===== src/hdl/cphs_pkg.sv =====
/*
  Package for the codec port holding status block: register offsets,
  field positions, reset values and interrupt bit layout.
  Assumes a 32-bit Avalon-MM slave with word addressing by byte offset.
*/
package cphs_pkg;
  localparam int          ADDR_W        = 4;
  localparam int          DATA_W        = 32;
  // register byte offsets
  localparam logic [3:0]  OFS_CTRL      = 4'h0;
  localparam logic [3:0]  OFS_RXDATA    = 4'h4;
  localparam logic [3:0]  OFS_TXDATA    = 4'h8;
  localparam logic [3:0]  OFS_IVEC      = 4'hC;
  // control/status field positions
  localparam int          BIT_RXFULL    = 7;
  localparam int          BIT_RX_FULL_IRQ_ENABLE      = 6;
  localparam int          BIT_TXEMPTY   = 5;
  // reset values
  localparam logic [7:0]  CTRL_RST      = 8'h00;
  localparam logic [7:0]  DATA_RST      = 8'h00;
  localparam logic [31:0] RD_UNMAPPED   = 32'h0000_0000;
  // interrupt vector values reported for receive pending, transmit pending, or neither
  localparam logic [7:0]  IVEC_RX       = 8'h01;
  localparam logic [7:0]  IVEC_TX       = 8'h02;
  localparam logic [7:0]  IVEC_NONE     = 8'h00;
endpackage : cphs_pkg


===== src/hdl/cphs_top.sv =====
/*
  Codec port holding status: receive/transmit holding registers, their
  status flags, the receive interrupt enable and the interrupt pending logic,
  reached over Avalon-MM with waitrequest.
  Assumes the codec-side logic pulses rxLoad with rxWord and txSent when the
  held byte has left; all inputs synchronous to mclk.
*/
// The Avalon-MM register port and the address map were left to the implementer.
`timescale 1ns/100ps
module cphs_top (
  input  wire logic        mclk,
  input  wire logic        rst_n,
  input  wire logic [3:0]  avsAddress,
  input  wire logic        avsRead,
  input  wire logic        avsWrite,
  input  wire logic [31:0] avsWritedata,
  input  wire logic [3:0]  avsByteenable,
  output logic [31:0]      avsReaddata,
  output logic             avsWaitrequest,
  input  wire logic        rxLoad,
  input  wire logic [7:0]  rxWord,
  input  wire logic        txSent,
  output logic [7:0]       txByte,
  output logic             txByteValid,
  output logic             irq
);
  typedef enum logic [1:0] {S_IDLE, S_ACK} cphs_bus_e;

  cphs_bus_e   busQ;
  cphs_bus_e   busD;
  logic [31:0] rdataQ;
  logic [31:0] rdataD;
  logic        waitQ;
  logic        waitD;
  logic [7:0]  rxDataQ;
  logic [7:0]  rxDataD;
  logic [7:0]  txDataQ;
  logic [7:0]  txDataD;
  logic        txValidQ;
  logic        txValidD;
  logic        rxIeQ;
  logic        rxIeD;
  logic        irqQ;
  logic        irqD;
  logic        rxFull;
  logic        txEmpty;
  logic        rxPend;
  logic        txPend;
  logic        accWr;
  logic        accRd;
  logic        rdRx;
  logic        wrTx;
  logic        wrIvec;
  logic        wrCtrl;
  logic [7:0]  ctrlView;

  function automatic logic hit(input logic [3:0] a, input logic [3:0] ofs);
    return a == ofs;
  endfunction : hit

  // an access completes in the cycle waitrequest is low
  assign accWr  = (busQ == S_ACK) && avsWrite;
  assign accRd  = (busQ == S_ACK) && avsRead;
  assign rdRx   = accRd && hit(avsAddress, cphs_pkg::OFS_RXDATA);
  assign wrTx   = accWr && hit(avsAddress, cphs_pkg::OFS_TXDATA) && avsByteenable[0];
  assign wrIvec = accWr && hit(avsAddress, cphs_pkg::OFS_IVEC);
  assign wrCtrl = accWr && hit(avsAddress, cphs_pkg::OFS_CTRL) && avsByteenable[0];

  cphs_flag uRxFull (
    .mclk  (mclk),
    .rst_n (rst_n),
    .setEv (rxLoad),
    .clrEv (rdRx),
    .flag  (rxFull)
  );

  cphs_flag uTxEmpty (
    .mclk  (mclk),
    .rst_n (rst_n),
    .setEv (txSent),
    .clrEv (wrTx),
    .flag  (txEmpty)
  );

  // pending bits are separate from the status flags so the vector write
  // can drop the interrupt while the flags keep their state
  cphs_flag uRxPend (
    .mclk  (mclk),
    .rst_n (rst_n),
    .setEv (rxLoad),
    .clrEv (wrIvec || rdRx),
    .flag  (rxPend)
  );

  cphs_flag uTxPend (
    .mclk  (mclk),
    .rst_n (rst_n),
    .setEv (txSent),
    .clrEv (wrIvec || wrTx),
    .flag  (txPend)
  );

  always_comb begin
    ctrlView = cphs_pkg::CTRL_RST;
    ctrlView[cphs_pkg::BIT_RXFULL]  = rxFull;
    ctrlView[cphs_pkg::BIT_RX_FULL_IRQ_ENABLE]    = rxIeQ;
    ctrlView[cphs_pkg::BIT_TXEMPTY] = txEmpty;
  end

  // bus handshake: one wait cycle, then acknowledge
  always_comb begin
    busD   = busQ;
    waitD  = 1'b1;
    rdataD = rdataQ;
    case (busQ)
      S_IDLE: begin
        if (avsRead || avsWrite) begin
          busD  = S_ACK;
          waitD = 1'b0;
          rdataD = cphs_pkg::RD_UNMAPPED;
          if (avsRead) begin
            case (avsAddress)
              cphs_pkg::OFS_CTRL:   rdataD = {24'h000000, ctrlView};
              cphs_pkg::OFS_RXDATA: rdataD = {24'h000000, rxDataQ};
              cphs_pkg::OFS_TXDATA: rdataD = {24'h000000, txDataQ};
              cphs_pkg::OFS_IVEC:   rdataD = {24'h000000,
                                      rxPend ? cphs_pkg::IVEC_RX :
                                      (txPend ? cphs_pkg::IVEC_TX : cphs_pkg::IVEC_NONE)};
              default:              rdataD = cphs_pkg::RD_UNMAPPED;
            endcase
          end
        end
      end
      S_ACK: begin
        busD = S_IDLE;
      end
      default: begin
        busD = S_IDLE;
      end
    endcase
  end

  always_ff @(posedge mclk or negedge rst_n) begin
    if (!rst_n) begin
      busQ   <= S_IDLE;
      waitQ  <= 1'b1;
      rdataQ <= cphs_pkg::RD_UNMAPPED;
    end else begin
      busQ   <= busD;
      waitQ  <= waitD;
      rdataQ <= rdataD;
    end
  end

  // holding registers, enable and interrupt output
  always_comb begin
    rxDataD  = rxDataQ;
    txDataD  = txDataQ;
    rxIeD    = rxIeQ;
    txValidD = 1'b0;
    if (rxLoad) begin
      rxDataD = rxWord;
    end
    if (wrTx) begin
      txDataD  = avsWritedata[7:0];
      txValidD = 1'b1;
    end
    // only bit 6 is writable; status bits ignore writes
    if (wrCtrl) begin
      rxIeD = avsWritedata[cphs_pkg::BIT_RX_FULL_IRQ_ENABLE];
    end
    irqD = rxIeQ && rxPend;
  end

  always_ff @(posedge mclk or negedge rst_n) begin
    if (!rst_n) begin
      rxDataQ  <= cphs_pkg::DATA_RST;
      txDataQ  <= cphs_pkg::DATA_RST;
      txValidQ <= 1'b0;
      rxIeQ    <= 1'b0;
      irqQ     <= 1'b0;
    end else begin
      rxDataQ  <= rxDataD;
      txDataQ  <= txDataD;
      txValidQ <= txValidD;
      rxIeQ    <= rxIeD;
      irqQ     <= irqD;
    end
  end

  assign avsReaddata    = rdataQ;
  assign avsWaitrequest = waitQ;
  assign txByte         = txDataQ;
  assign txByteValid    = txValidQ;
  assign irq            = irqQ;

  // receive side: flag, pending bit and holding register
  // set-wins cases are excluded from the clear checks on purpose
  a_rxfull_set: assert property (@(posedge mclk) disable iff (!rst_n)
    rxLoad |=> rxFull)
    else $error("receive-full not set after load");

  a_rxpend_set: assert property (@(posedge mclk) disable iff (!rst_n)
    rxLoad |=> rxPend)
    else $error("receive pending not set after load");

  a_rxdata_load: assert property (@(posedge mclk) disable iff (!rst_n)
    rxLoad |=> rxDataQ == $past(rxWord))
    else $error("receive word not captured");

  a_rxdata_hold: assert property (@(posedge mclk) disable iff (!rst_n)
    !rxLoad |=> $stable(rxDataQ))
    else $error("receive register changed without load");

  a_rxfull_clr: assert property (@(posedge mclk) disable iff (!rst_n)
    (rdRx && !rxLoad) |=> !rxFull)
    else $error("receive-full not cleared by read");

  a_rxfull_hold: assert property (@(posedge mclk) disable iff (!rst_n)
    (!rxLoad && !rdRx) |=> $stable(rxFull))
    else $error("receive-full changed without cause");

  a_ivec_keeps: assert property (@(posedge mclk) disable iff (!rst_n)
    (wrIvec && !rdRx && !wrTx) |=> ($stable(rxFull) || rxFull) && ($stable(txEmpty) || txEmpty))
    else $error("vector write changed a status flag");

  a_rxpend_clr: assert property (@(posedge mclk) disable iff (!rst_n)
    (wrIvec && !rxLoad) |=> !rxPend)
    else $error("receive pending not cleared by vector write");

  a_ivec_drop: assert property (@(posedge mclk) disable iff (!rst_n)
    (wrIvec && !rxLoad) |=> ##1 !irq)
    else $error("irq not dropped by vector write");

  // interrupt output is registered, so it trails the pending bit by one cycle
  a_irq_mask: assert property (@(posedge mclk) disable iff (!rst_n)
    !rxIeQ |=> !irq)
    else $error("irq raised while masked");

  a_irq_raise: assert property (@(posedge mclk) disable iff (!rst_n)
    (rxIeQ && rxLoad && !wrCtrl) |=> ##1 irq)
    else $error("enabled irq not raised");

  a_irq_follow: assert property (@(posedge mclk) disable iff (!rst_n)
    (rxIeQ && rxPend) |=> irq)
    else $error("irq low while enabled and pending");

  a_rx_full_irq_enable_write: assert property (@(posedge mclk) disable iff (!rst_n)
    wrCtrl |=> rxIeQ == $past(avsWritedata[cphs_pkg::BIT_RX_FULL_IRQ_ENABLE]))
    else $error("receive irq enable not written");

  a_rx_full_irq_enable_hold: assert property (@(posedge mclk) disable iff (!rst_n)
    !wrCtrl |=> $stable(rxIeQ))
    else $error("receive irq enable changed without write");

  // transmit side: flag, pending bit and holding register
  a_txempty_set: assert property (@(posedge mclk) disable iff (!rst_n)
    txSent |=> txEmpty)
    else $error("transmit-empty not set");

  a_txpend_set: assert property (@(posedge mclk) disable iff (!rst_n)
    txSent |=> txPend)
    else $error("transmit pending not set");

  a_txempty_clr: assert property (@(posedge mclk) disable iff (!rst_n)
    (wrTx && !txSent) |=> !txEmpty && txByteValid)
    else $error("transmit-empty not cleared");

  a_txempty_hold: assert property (@(posedge mclk) disable iff (!rst_n)
    (!txSent && !wrTx) |=> $stable(txEmpty))
    else $error("transmit-empty changed without cause");

  a_txdata_load: assert property (@(posedge mclk) disable iff (!rst_n)
    wrTx |=> txByte == $past(avsWritedata[7:0]))
    else $error("transmit byte not captured");

  // one access takes two cycles, so two strobes can never abut
  a_txvalid_one: assert property (@(posedge mclk) disable iff (!rst_n)
    txByteValid |=> !txByteValid)
    else $error("transmit valid longer than one cycle");

  a_txpend_clr: assert property (@(posedge mclk) disable iff (!rst_n)
    (wrIvec && !txSent) |=> !txPend)
    else $error("transmit pending not cleared");

  // bus handshake
  a_read_quiet: assert property (@(posedge mclk) disable iff (!rst_n)
    (accRd && !rdRx && !rxLoad) |=> $stable(rxPend))
    else $error("register read disturbed receive pending");

  a_wait_first: assert property (@(posedge mclk) disable iff (!rst_n)
    ((avsRead || avsWrite) && busQ == S_IDLE) |=> !avsWaitrequest)
    else $error("request not acknowledged after one wait cycle");

  a_ack_state: assert property (@(posedge mclk) disable iff (!rst_n)
    !avsWaitrequest |-> busQ == S_ACK)
    else $error("acknowledge outside the acknowledge state");

  a_ack_one: assert property (@(posedge mclk) disable iff (!rst_n)
    (!avsWaitrequest) |=> avsWaitrequest)
    else $error("ack longer than one cycle");
endmodule : cphs_top


===== src/hdl/cphs_flag.sv =====
/*
  Sticky hardware flag with set-over-clear priority.
  Assumes one clock, asynchronous active-low reset.
*/
`timescale 1ns/100ps
module cphs_flag (
  input  wire logic mclk,
  input  wire logic rst_n,
  input  wire logic setEv,
  input  wire logic clrEv,
  output logic      flag
);
  logic flagQ;
  logic flagD;

  always_comb begin
    flagD = flagQ;
    if (clrEv) begin
      flagD = 1'b0;
    end
    // set wins so an event in the clearing cycle is kept
    if (setEv) begin
      flagD = 1'b1;
    end
  end

  always_ff @(posedge mclk or negedge rst_n) begin
    if (!rst_n) begin
      flagQ <= 1'b0;
    end else begin
      flagQ <= flagD;
    end
  end

  assign flag = flagQ;
endmodule : cphs_flag


===== config.mk =====
export PLATFORM = sky130hd
export DESIGN_NAME = cphs_top
export DESIGN_NICKNAME = d
export VERILOG_FILES = /design/src/hdl/cphs_pkg.sv /design/src/hdl/cphs_top.sv /design/src/hdl/cphs_flag.sv
export SDC_FILE = /design/constraint.sdc
export NUM_CORES = 1
export LEC_CHECK = 0
export BUFFER_PORTS_ARGS = -buffer_cell sky130_fd_sc_hd__buf_2
export CAP_MARGIN = 20
export CORE_ASPECT_RATIO = 0.75
export CORE_MARGIN = 1.5
export CORE_UTILIZATION = 39
export CTS_BUF_LIST = sky130_fd_sc_hd__clkbuf_16
export DETAILED_ROUTE_END_ITERATION = 8
export PLACE_DENSITY = 0.76
export SYNTH_ARGS = -nofsm -noshare
export SYNTH_HDL_FRONTEND = slang
export SYNTH_SLANG_ARGS = --single-unit
export TNS_END_PERCENT = 100

===== constraint.sdc =====
create_clock -name mclk -period 1.2 [get_ports mclk]
set_input_delay 0.24 -clock mclk [delete_from_list [all_inputs] [get_ports mclk]]
set_output_delay 0.24 -clock mclk [all_outputs]
set_load 0.02 [all_outputs]

==> impl.org, run 1 <==
** Status
- Outcome :: complete, no violations

** Drt
- Top routing layer used :: met4
- After detailed routing, the average wire length per cell comes to 12.7 µm.
- In the routed layout, each cell is associated on average with a via count of 4.54.
- Met3 routed wirelength :: 197 µm
- The pre-antenna-repair detailed-routing pass consisted of 4 iterations.
- Routed wire length on met2 :: 1.46 mm
- Routed via count :: 1140
- After detailed routing, the total wire length is 3.19 mm.
- Iteration-0 DRC count of the detailed router :: 114
- For this run, design rule violations remaining after detail routing come to 0.
- Post-detailed-route count of antenna-violating nets :: 0
- After detailed routing, the wire length on met1 is 1.47 mm.

** Place
- The congestion estimate from routability-driven global placement came to 0.715.
- Once placement finished, the instance area stood at 1910 µm².
- Detail Placement HPWL :: approximately 2.3 mm
- Input and output buffers added on the ports amount to between 40 and 50.
- Post-placement worst setup slack :: -0.220 ns

** Clock tree
- Clock tree from TritonCTS :: built
- Maximum level of the CTS H-tree :: 2
- In this run the clock root is driven by a clkbuf_16.
- No sink is reached through more buffers than the 2 on the longest clock path.
- Clock-pin slew was measured on the worst setup and hold paths at 0.05 ns.
- The clock drives 33 sinks.
- Clock tree synthesis inserted a total of 5 buffers.
- At the later pin of the worst-skew pair, clock insertion delay measures 0.28 ns.

** Final layout
- Compared with the post-synthesis result, the final layout area differs by 32.4%.
- Utilization after layout :: 53.2%
- Layout cells sized above 1 :: between 40% and 50%
- Fillers :: ~370
- Finished Cell Area :: about 2100 µm²
- Fin nets :: 249
- Antenna diodes :: 0

** Setup path
- STA puts the critical path data required time at roughly 0.96 ns.
- CP cell instances :: buf_2
- Beginning of the critical path :: avsWaitrequest
- Arrival time of data at the critical path endpoint :: just over 0.9 ns
- Top fanout value on the critical path :: 1
- On the critical path, the stage with the largest delay is an instance of dfstp_2.
- The number of buffers and inverters on the critical path is 1.
- The largest single stage delay on the critical path is about 0.50 ns.
- Among cell families on the critical path, the largest total delay comes from flip-flops.
- The worst setup path is launched from a flop.
- STA classifies the critical path endpoint as an output pin.
- The critical path in this run is classified as flop to output pin.
- The worst register-to-register path has a depth of 3.
- Critical register-to-register path startpoint :: busQ[0]
- The worst register-to-register path ends at rxIeQ.
- Setup slack on the worst reg-to-reg path comes out at around 0.06 ns.

** Global route
- Global routing consumed, over all layers together, 14.9% of the routing resources.
- Largest net degree at the start of global routing :: 24
- The initial antenna violation count came to 0.
- For this run the aggregate overflow at the end of global routing stands at 0.
- The via count of the first global-routing pass came to 1027.
- The first global-routing pass estimated 4.97 mm of wire.

** Synthesis
- Averaged over all synthesized cells, the footprint is 12.4 µm².
- Primary flip-flop cell chosen by synthesis mapping :: dfrtp_1
- After synthesis, the share of flip-flops with an asynchronous set or reset is between 90% and 100%.
- The mapped netlist covers ~1600 µm².
- Synthesis inferred 33 register bits.
- Cells after synthesis :: 131
- Synthesis warning total :: 0
- Share of the yosys chip area belonging to registers :: 51.1%
- Number of distinct standard cells referenced by the synthesized netlist :: 32
- Counting flops with a built-in enable in the synthesized netlist gives 0.

** Die
- Pin placement for this block handled 97 I/O pins.
- For this configuration, the core starts out at a cell density of 40.2%.
- The total area inside the core boundary comes to around 4000 µm².
- Die footprint :: 4550 µm²
- Measured along the x axis, the die boundary spans 77.4 µm.
- The floorplan step set the die height to around 60 µm.
- The initialized floorplan defines 20 standard-cell rows.

** Power and ir drop
- Summed over all nets, the switching power comes to 806 µW.
- Internal Power :: 2640 µW
- Net switching is between 20% and 30% of the power.
- For this design the ratio of total power to cell area is about 1600 nW/µm².
- In this run, the combinational gates consume 15.5% of the power.
- In this run the static leakage power is ~0.0011 µW.
- Peak VDD IR :: between 0.7 and 0.8 mV
- Sequential fraction of design power :: a little under two fifths
- The clock network burns 47.3% of the power.

** Timing
- Subtracting the final worst setup slack from the clock period gives 1.17 ns.
- Dividing the final minimum period by the clock period gives 97.3%.
- Fmax achieved :: 0.856 GHz
- Setup repair after global routing left no endpoint under its margin.
- Hold_ws :: 0.166 ns
- The final count of pins violating max slew was 0.
- Final hold vios :: 0
- Worst Setup Slack, final :: between 0.03 and 0.04 ns
- Worst setup skew after layout :: 0.00426 ns
- Final TNS setup :: 0 ns
- Setup violators final :: 0

** Worst hold path
- Origin of the worst min-delay path :: txSent
- Path class of the lowest-slack min-delay path :: input port to flop
- The worst hold path was traced through 2 stages.
- For hold timing, the worst endpoint is uTxPend.flag.

** Job
- Max-cap violations :: 0
worst max-delay path by stage:
stage | end | cells after the start
CTS | txByte[4] | 2
detailed placement | txByte[4] | 4
finish | avsWaitrequest | 1
global route | avsReaddata[1] | 3
global placement | txByte[3] | 4
floorplan | txByte[0] | 4
registers in the layout, summed over array words and instances (netlist names):
name            cells
irq                 1
uRxFull.flag        1
busQ                1
uTxPend.flag        1
uRxPend.flag        1
txByteValid         1
avsReaddata         8
rxIeQ               1
rxDataQ             8
avsWaitrequest      1
uTxEmpty.flag       1
txByte              8
power by group through the flow:
stage          Sequential (µW)  Combinational (µW)  Clock, µW
6_report                  1280                 532       1630
5_1_grt                   1300                 574       1700
4_1_cts                   1280                 526       1650
3_5_place_dp              1300                 514          0
3_3_place_gp              1300                 507          0
2_1_floorplan             1360                 306          0
synth_stat cells, types with 2 or more instances:
cell type	instances	area [µm²]
dfrtp_1	32	801
buf_4	24	180
mux2_2	8	90.1
mux2_4	8	120
o21ai_0	6	30.0
a22o_1	4	35.0
mux2i_1	4	40.0
nand2_1	4	15.0
nand3b_1	4	30.0
nor2b_1	4	25.0
a21o_1	3	22.5
a22oi_1	3	22.5
inv_1	3	11.3
a21oi_1	2	10.0
buf_2	2	10.0
clkbuf_1	2	7.51
nand4_1	2	12.5
o21bai_1	2	15.0
placed cells by master (no fill, tap or decap), types with 2 or more instances in the layout:
cell type   n
bufinv_16   2
nand2_1     4
buf_4      15
mux2_4      9
a22oi_1     3
mux2i_1     4
buf_2      45
clkbuf_16   5
nand3b_1    4
nand4_1     2
a21o_1      3
dfrtp_1    31
nor2b_1     3
inv_1       3
mux2_2      8
a21oi_1     2
a22o_1      4
o21bai_1    2
conb_1     24
o21ai_0     6
cells by family (layout without fill, tap and decap cells):
family                 count (synthesis)  in the layout  synth area share, %
other                                  1             24                0.232
and+or+nand+nor                       20             21                 8.42
DFF                                   33             33                 51.1
AOI/OAI and AO/OA                     24             24                 10.5
buffers and inverters                 32             73                 13.6
muxes                                 21             21                 16.2
area by class of cell:
class                      instances  area [µm²]  area share (%)
clock buffer                       5         125            5.84
clock inverter                     3        65.1            3.04
inverter                           3        11.3           0.525
multi-input combinational         90         677            31.6
sequential                        33         828            38.6
tap                               55        68.8            3.21
timing repair buffer              62         368            17.2
routing by layer:
metal	global-route usage (%)	vias up
met5	0	-
met4	8.57	0
met3	4.65	5
met2	22.2	45
met1	19.4	546
li1	-	544
stage by stage:
| stage | instances | power (µW) |
|---|---|---|
| CTS | 250 | 3460 |
| global route | 251 | 3570 |
| global placement | 239 | 1800 |
| floorplan | 154 | 1660 |
| finish | 251 | 3440 |
| detailed placement | 239 | 1810 |
repair_timing:
action,4_1_cts,5_1_grt
endpoints found under the setup margin,9,11
cloned,0,1
hold endpoints to repair,9,0
resized for setup,0,4
pin swaps,1,1
hold buffers,1,0
buffers inserted,2,0
worst register-to-register path, stage by stage, from the launching register on:
cell and delay, ns:
dfrtp_2 0.41, nor2b_4 0.16, nand4_1 0.14, mux2_4 0.32
No activity file was read; power rests on OpenSTA's default activity.
==> run 2: changes to the inputs <==
--- a/config.mk
+++ b/config.mk
@@ -13,6 +13,7 @@
 export CTS_BUF_LIST = sky130_fd_sc_hd__clkbuf_16
 export DETAILED_ROUTE_END_ITERATION = 8
 export PLACE_DENSITY = 0.76
+export SETUP_SLACK_MARGIN = 0.15
 export SYNTH_ARGS = -nofsm -noshare
 export SYNTH_HDL_FRONTEND = slang
 export SYNTH_SLANG_ARGS = --single-unit
==> impl.org, run 2 (same netlist as run 1, synthesis figures left out) <==
** Setup path
- Top fanout value on the critical path :: 1
- For this design, the slowest cell found on the critical path is dfstp_2.
- Crit path depth :: 1
- Arrival time of data at the critical path endpoint :: around 0.9 ns
- STA classifies the critical path startpoint as a flop.
- The startpoint identified for the worst register-to-register timing path is busQ[0].
- The endpoint identified for the worst register-to-register timing path is txByte[4].
- Critical Path Sink :: avsWaitrequest
- Buffers and inverters on the worst path :: 1
- In this run the worst setup path begins at avsWaitrequest.
- The signal on the critical path passes through buf_6.
- Reg-to-reg setup timing slack :: 0.07 ns
- In this design, the largest share of critical-path delay is due to flip-flops.
- Required time of the critical path :: 0.96 ns
- Peak per-stage delay on the critical path :: between 0.5 and 0.6 ns
- Cell depth of the worst flop-to-flop path :: 2
- The worst setup path is of the flop to output pin kind.
- STA classifies the critical path endpoint as an output pin.

** Timing
- Unrepaired setup endpoints after global routing :: true
- Post-layout min period :: 1.14 ns
- Max-slew violation count :: 0
- Hold_ws :: 0.174 ns
- Setup violations remaining at the end of the flow were counted as 0.
- Dividing the final minimum period by the clock period gives 94.9%.
- Fmax achieved :: 0.878 GHz
- Final TNS setup :: 0 ns
- Final hold vios :: 0
- Setup slack closes at between 0.06 and 0.07 ns.
- Worst setup skew after layout :: around 0.006 ns

** Die
- In this run the count of I/O pins placed on the die edge is 97.
- Row generation in the floorplan step produced 20 rows.
- Vertical die dimension :: ~59 µm
- Die footprint :: about 4600 µm²
- The core region is just over 4000 µm².
- For this configuration, the core starts out at a cell density of 40.2%.
- The die is 77.4 µm wide.

** Global route
- Global routing used roughly 16% of the available tracks.
- The via count of the first global-routing pass is between 1000 and 1500.
- Sum of overflow across all layers after global routing :: 0
- Wire length of the first global-routing pass :: 5.35 mm
- Largest net degree at the start of global routing :: 21
- The initial antenna violation count was 0.

** Drt
- After detailed routing, the average wire length per cell comes to approximately 13 µm.
- The final route contains 1229 vias.
- Wirelength, routed :: approximately 3.5 mm
- DRC :: 0
- Detailed-routing iteration count for the pre-antenna-repair pass :: 4
- The detailed router finished its first iteration with 76 violations.
- Using the TritonRoute via totals, the vias-per-cell ratio works out to 4.62.
- The count of nets left with antenna violations once routing finished came out at 0.

** Worst hold path
- Path class of the lowest-slack min-delay path :: input port to flop

** Place
- Timing analysis after detailed placement gives a worst setup slack of -0.217 ns.
- Summing all placed instances gives a cell area of 1890 µm².
- Detailed placement ended at an HPWL of 2.35 mm.
- Routability-driven placement finished with a final weighted congestion of approximately 0.74.
- The count of buffers added on input and output ports is 45.

** Status
- Outcome :: complete, no violations

** Clock tree
- For the worst-skew pair, the clock arrives at the later sink with an insertion delay of roughly 0.27 ns.
- TritonCTS built the clock tree.
- Clock slew seen by the registers of the worst setup and hold paths :: 0.05 ns
- CTS saw 33 sinks.
- Root Buffer :: clkbuf_16
- The longest clock path from root to sink contains 2 buffers.
- The H-tree generated during clock tree synthesis spans 2 levels.
- Number of buffers created by CTS :: 5

** Power and ir drop
- Across the VDD grid, the largest voltage drop is 0.725 mV.
- Total leakage power :: ~0.0012 µW
- In this run the power density over the cells is 1340 nW/µm².
- Power comes to 3130 µW.

** Job
- Max-cap violations :: 0

** Final layout
- The repair_antennas step left the layout with diodes totalling 0.
- Leaving out fill and tap cells, the most frequent cell in the layout is dfrtp_1.
- Layout cells sized above 1 :: 50.2%
- Once layout is done, the placed cells without fillers occupy 2330 µm².
- The filler cells instantiated in the layout total 361.
- From synthesis to final layout, the design area changed by 43.8%.
- Fin nets :: 264
- The library cells used most frequently in the layout, excluding fill and tap cells, are dfrtp_1, buf_4, buf_2.
==> run 2: changes by cell type in the layout (fill, tap and decap cells not counted), moves of 2 or more <==
| cell | previous run | this run |
|---|---|---|
| clkinv_1 | 0 | 2 |
| buf_6 | 0 | 17 |
| bufinv_16 | 2 | 0 |
| buf_2 | 45 | 28 |
| buf_4 | 15 | 29 |
==> run 2: worst min path at each step <==
stage | start | endpoint | slack [ns] | cells past startpoint
after floorplan | rst_n | avsReaddata[0] | -0.06 | 0
final | txSent | uTxPend.flag | 0.17 | 2
after global placement | rst_n | uTxEmpty.flag | 0.16 | 1
after detailed placement | rst_n | uTxEmpty.flag | 0.16 | 1
after global routing | txSent | uTxPend.flag | 0.18 | 2
after CTS | txSent | uTxPend.flag | 0.17 | 2
==> run 2: what timing repair did <==
item                                    CTS  global route
endpoints found under the hold margin    13             0
pin swaps                                 5             6
buffers inserted                         16             3
cloned                                    1             1
hold buffers                              1             0
resized for setup                        26            13
endpoints found under the setup margin   31            33
==> run 2: cell type report <==
type / instances / area (µm²) / area share, %
Tap cell: 55 / 68.8 / 2.96
Inverter: 3 / 11.3 / 0.484
Timing Repair Buffer: 76 / 579 / 24.9
Clock inverter: 3 / 12.5 / 0.537
Multi-Input combinational cell: 91 / 703 / 30.2
Clock buffer: 5 / 125 / 5.37
Sequential cell: 33 / 828 / 35.6
==> run 2: report_power, final <==
group	internal, µW	switching, µW
registers	1210	74.2
logic	359	324
clock network	747	409
total	2320	807
==> run 2: metal layers <==
metal	part of all wire [%]	global-route usage [%]	wire length (µm)
met4	0.82	5.45	29
met1	44	22.4	1570
met5	0	0	0
met2	48	23.3	1710
met3	6.8	4.96	240
==> run 2: metrics by stage <==
step	util [%]	std cells
after floorplan	-	154
after detailed placement	47.0	236
final	57.8	266
after CTS	55.8	262
after global placement	47.0	236
after global routing	57.8	266
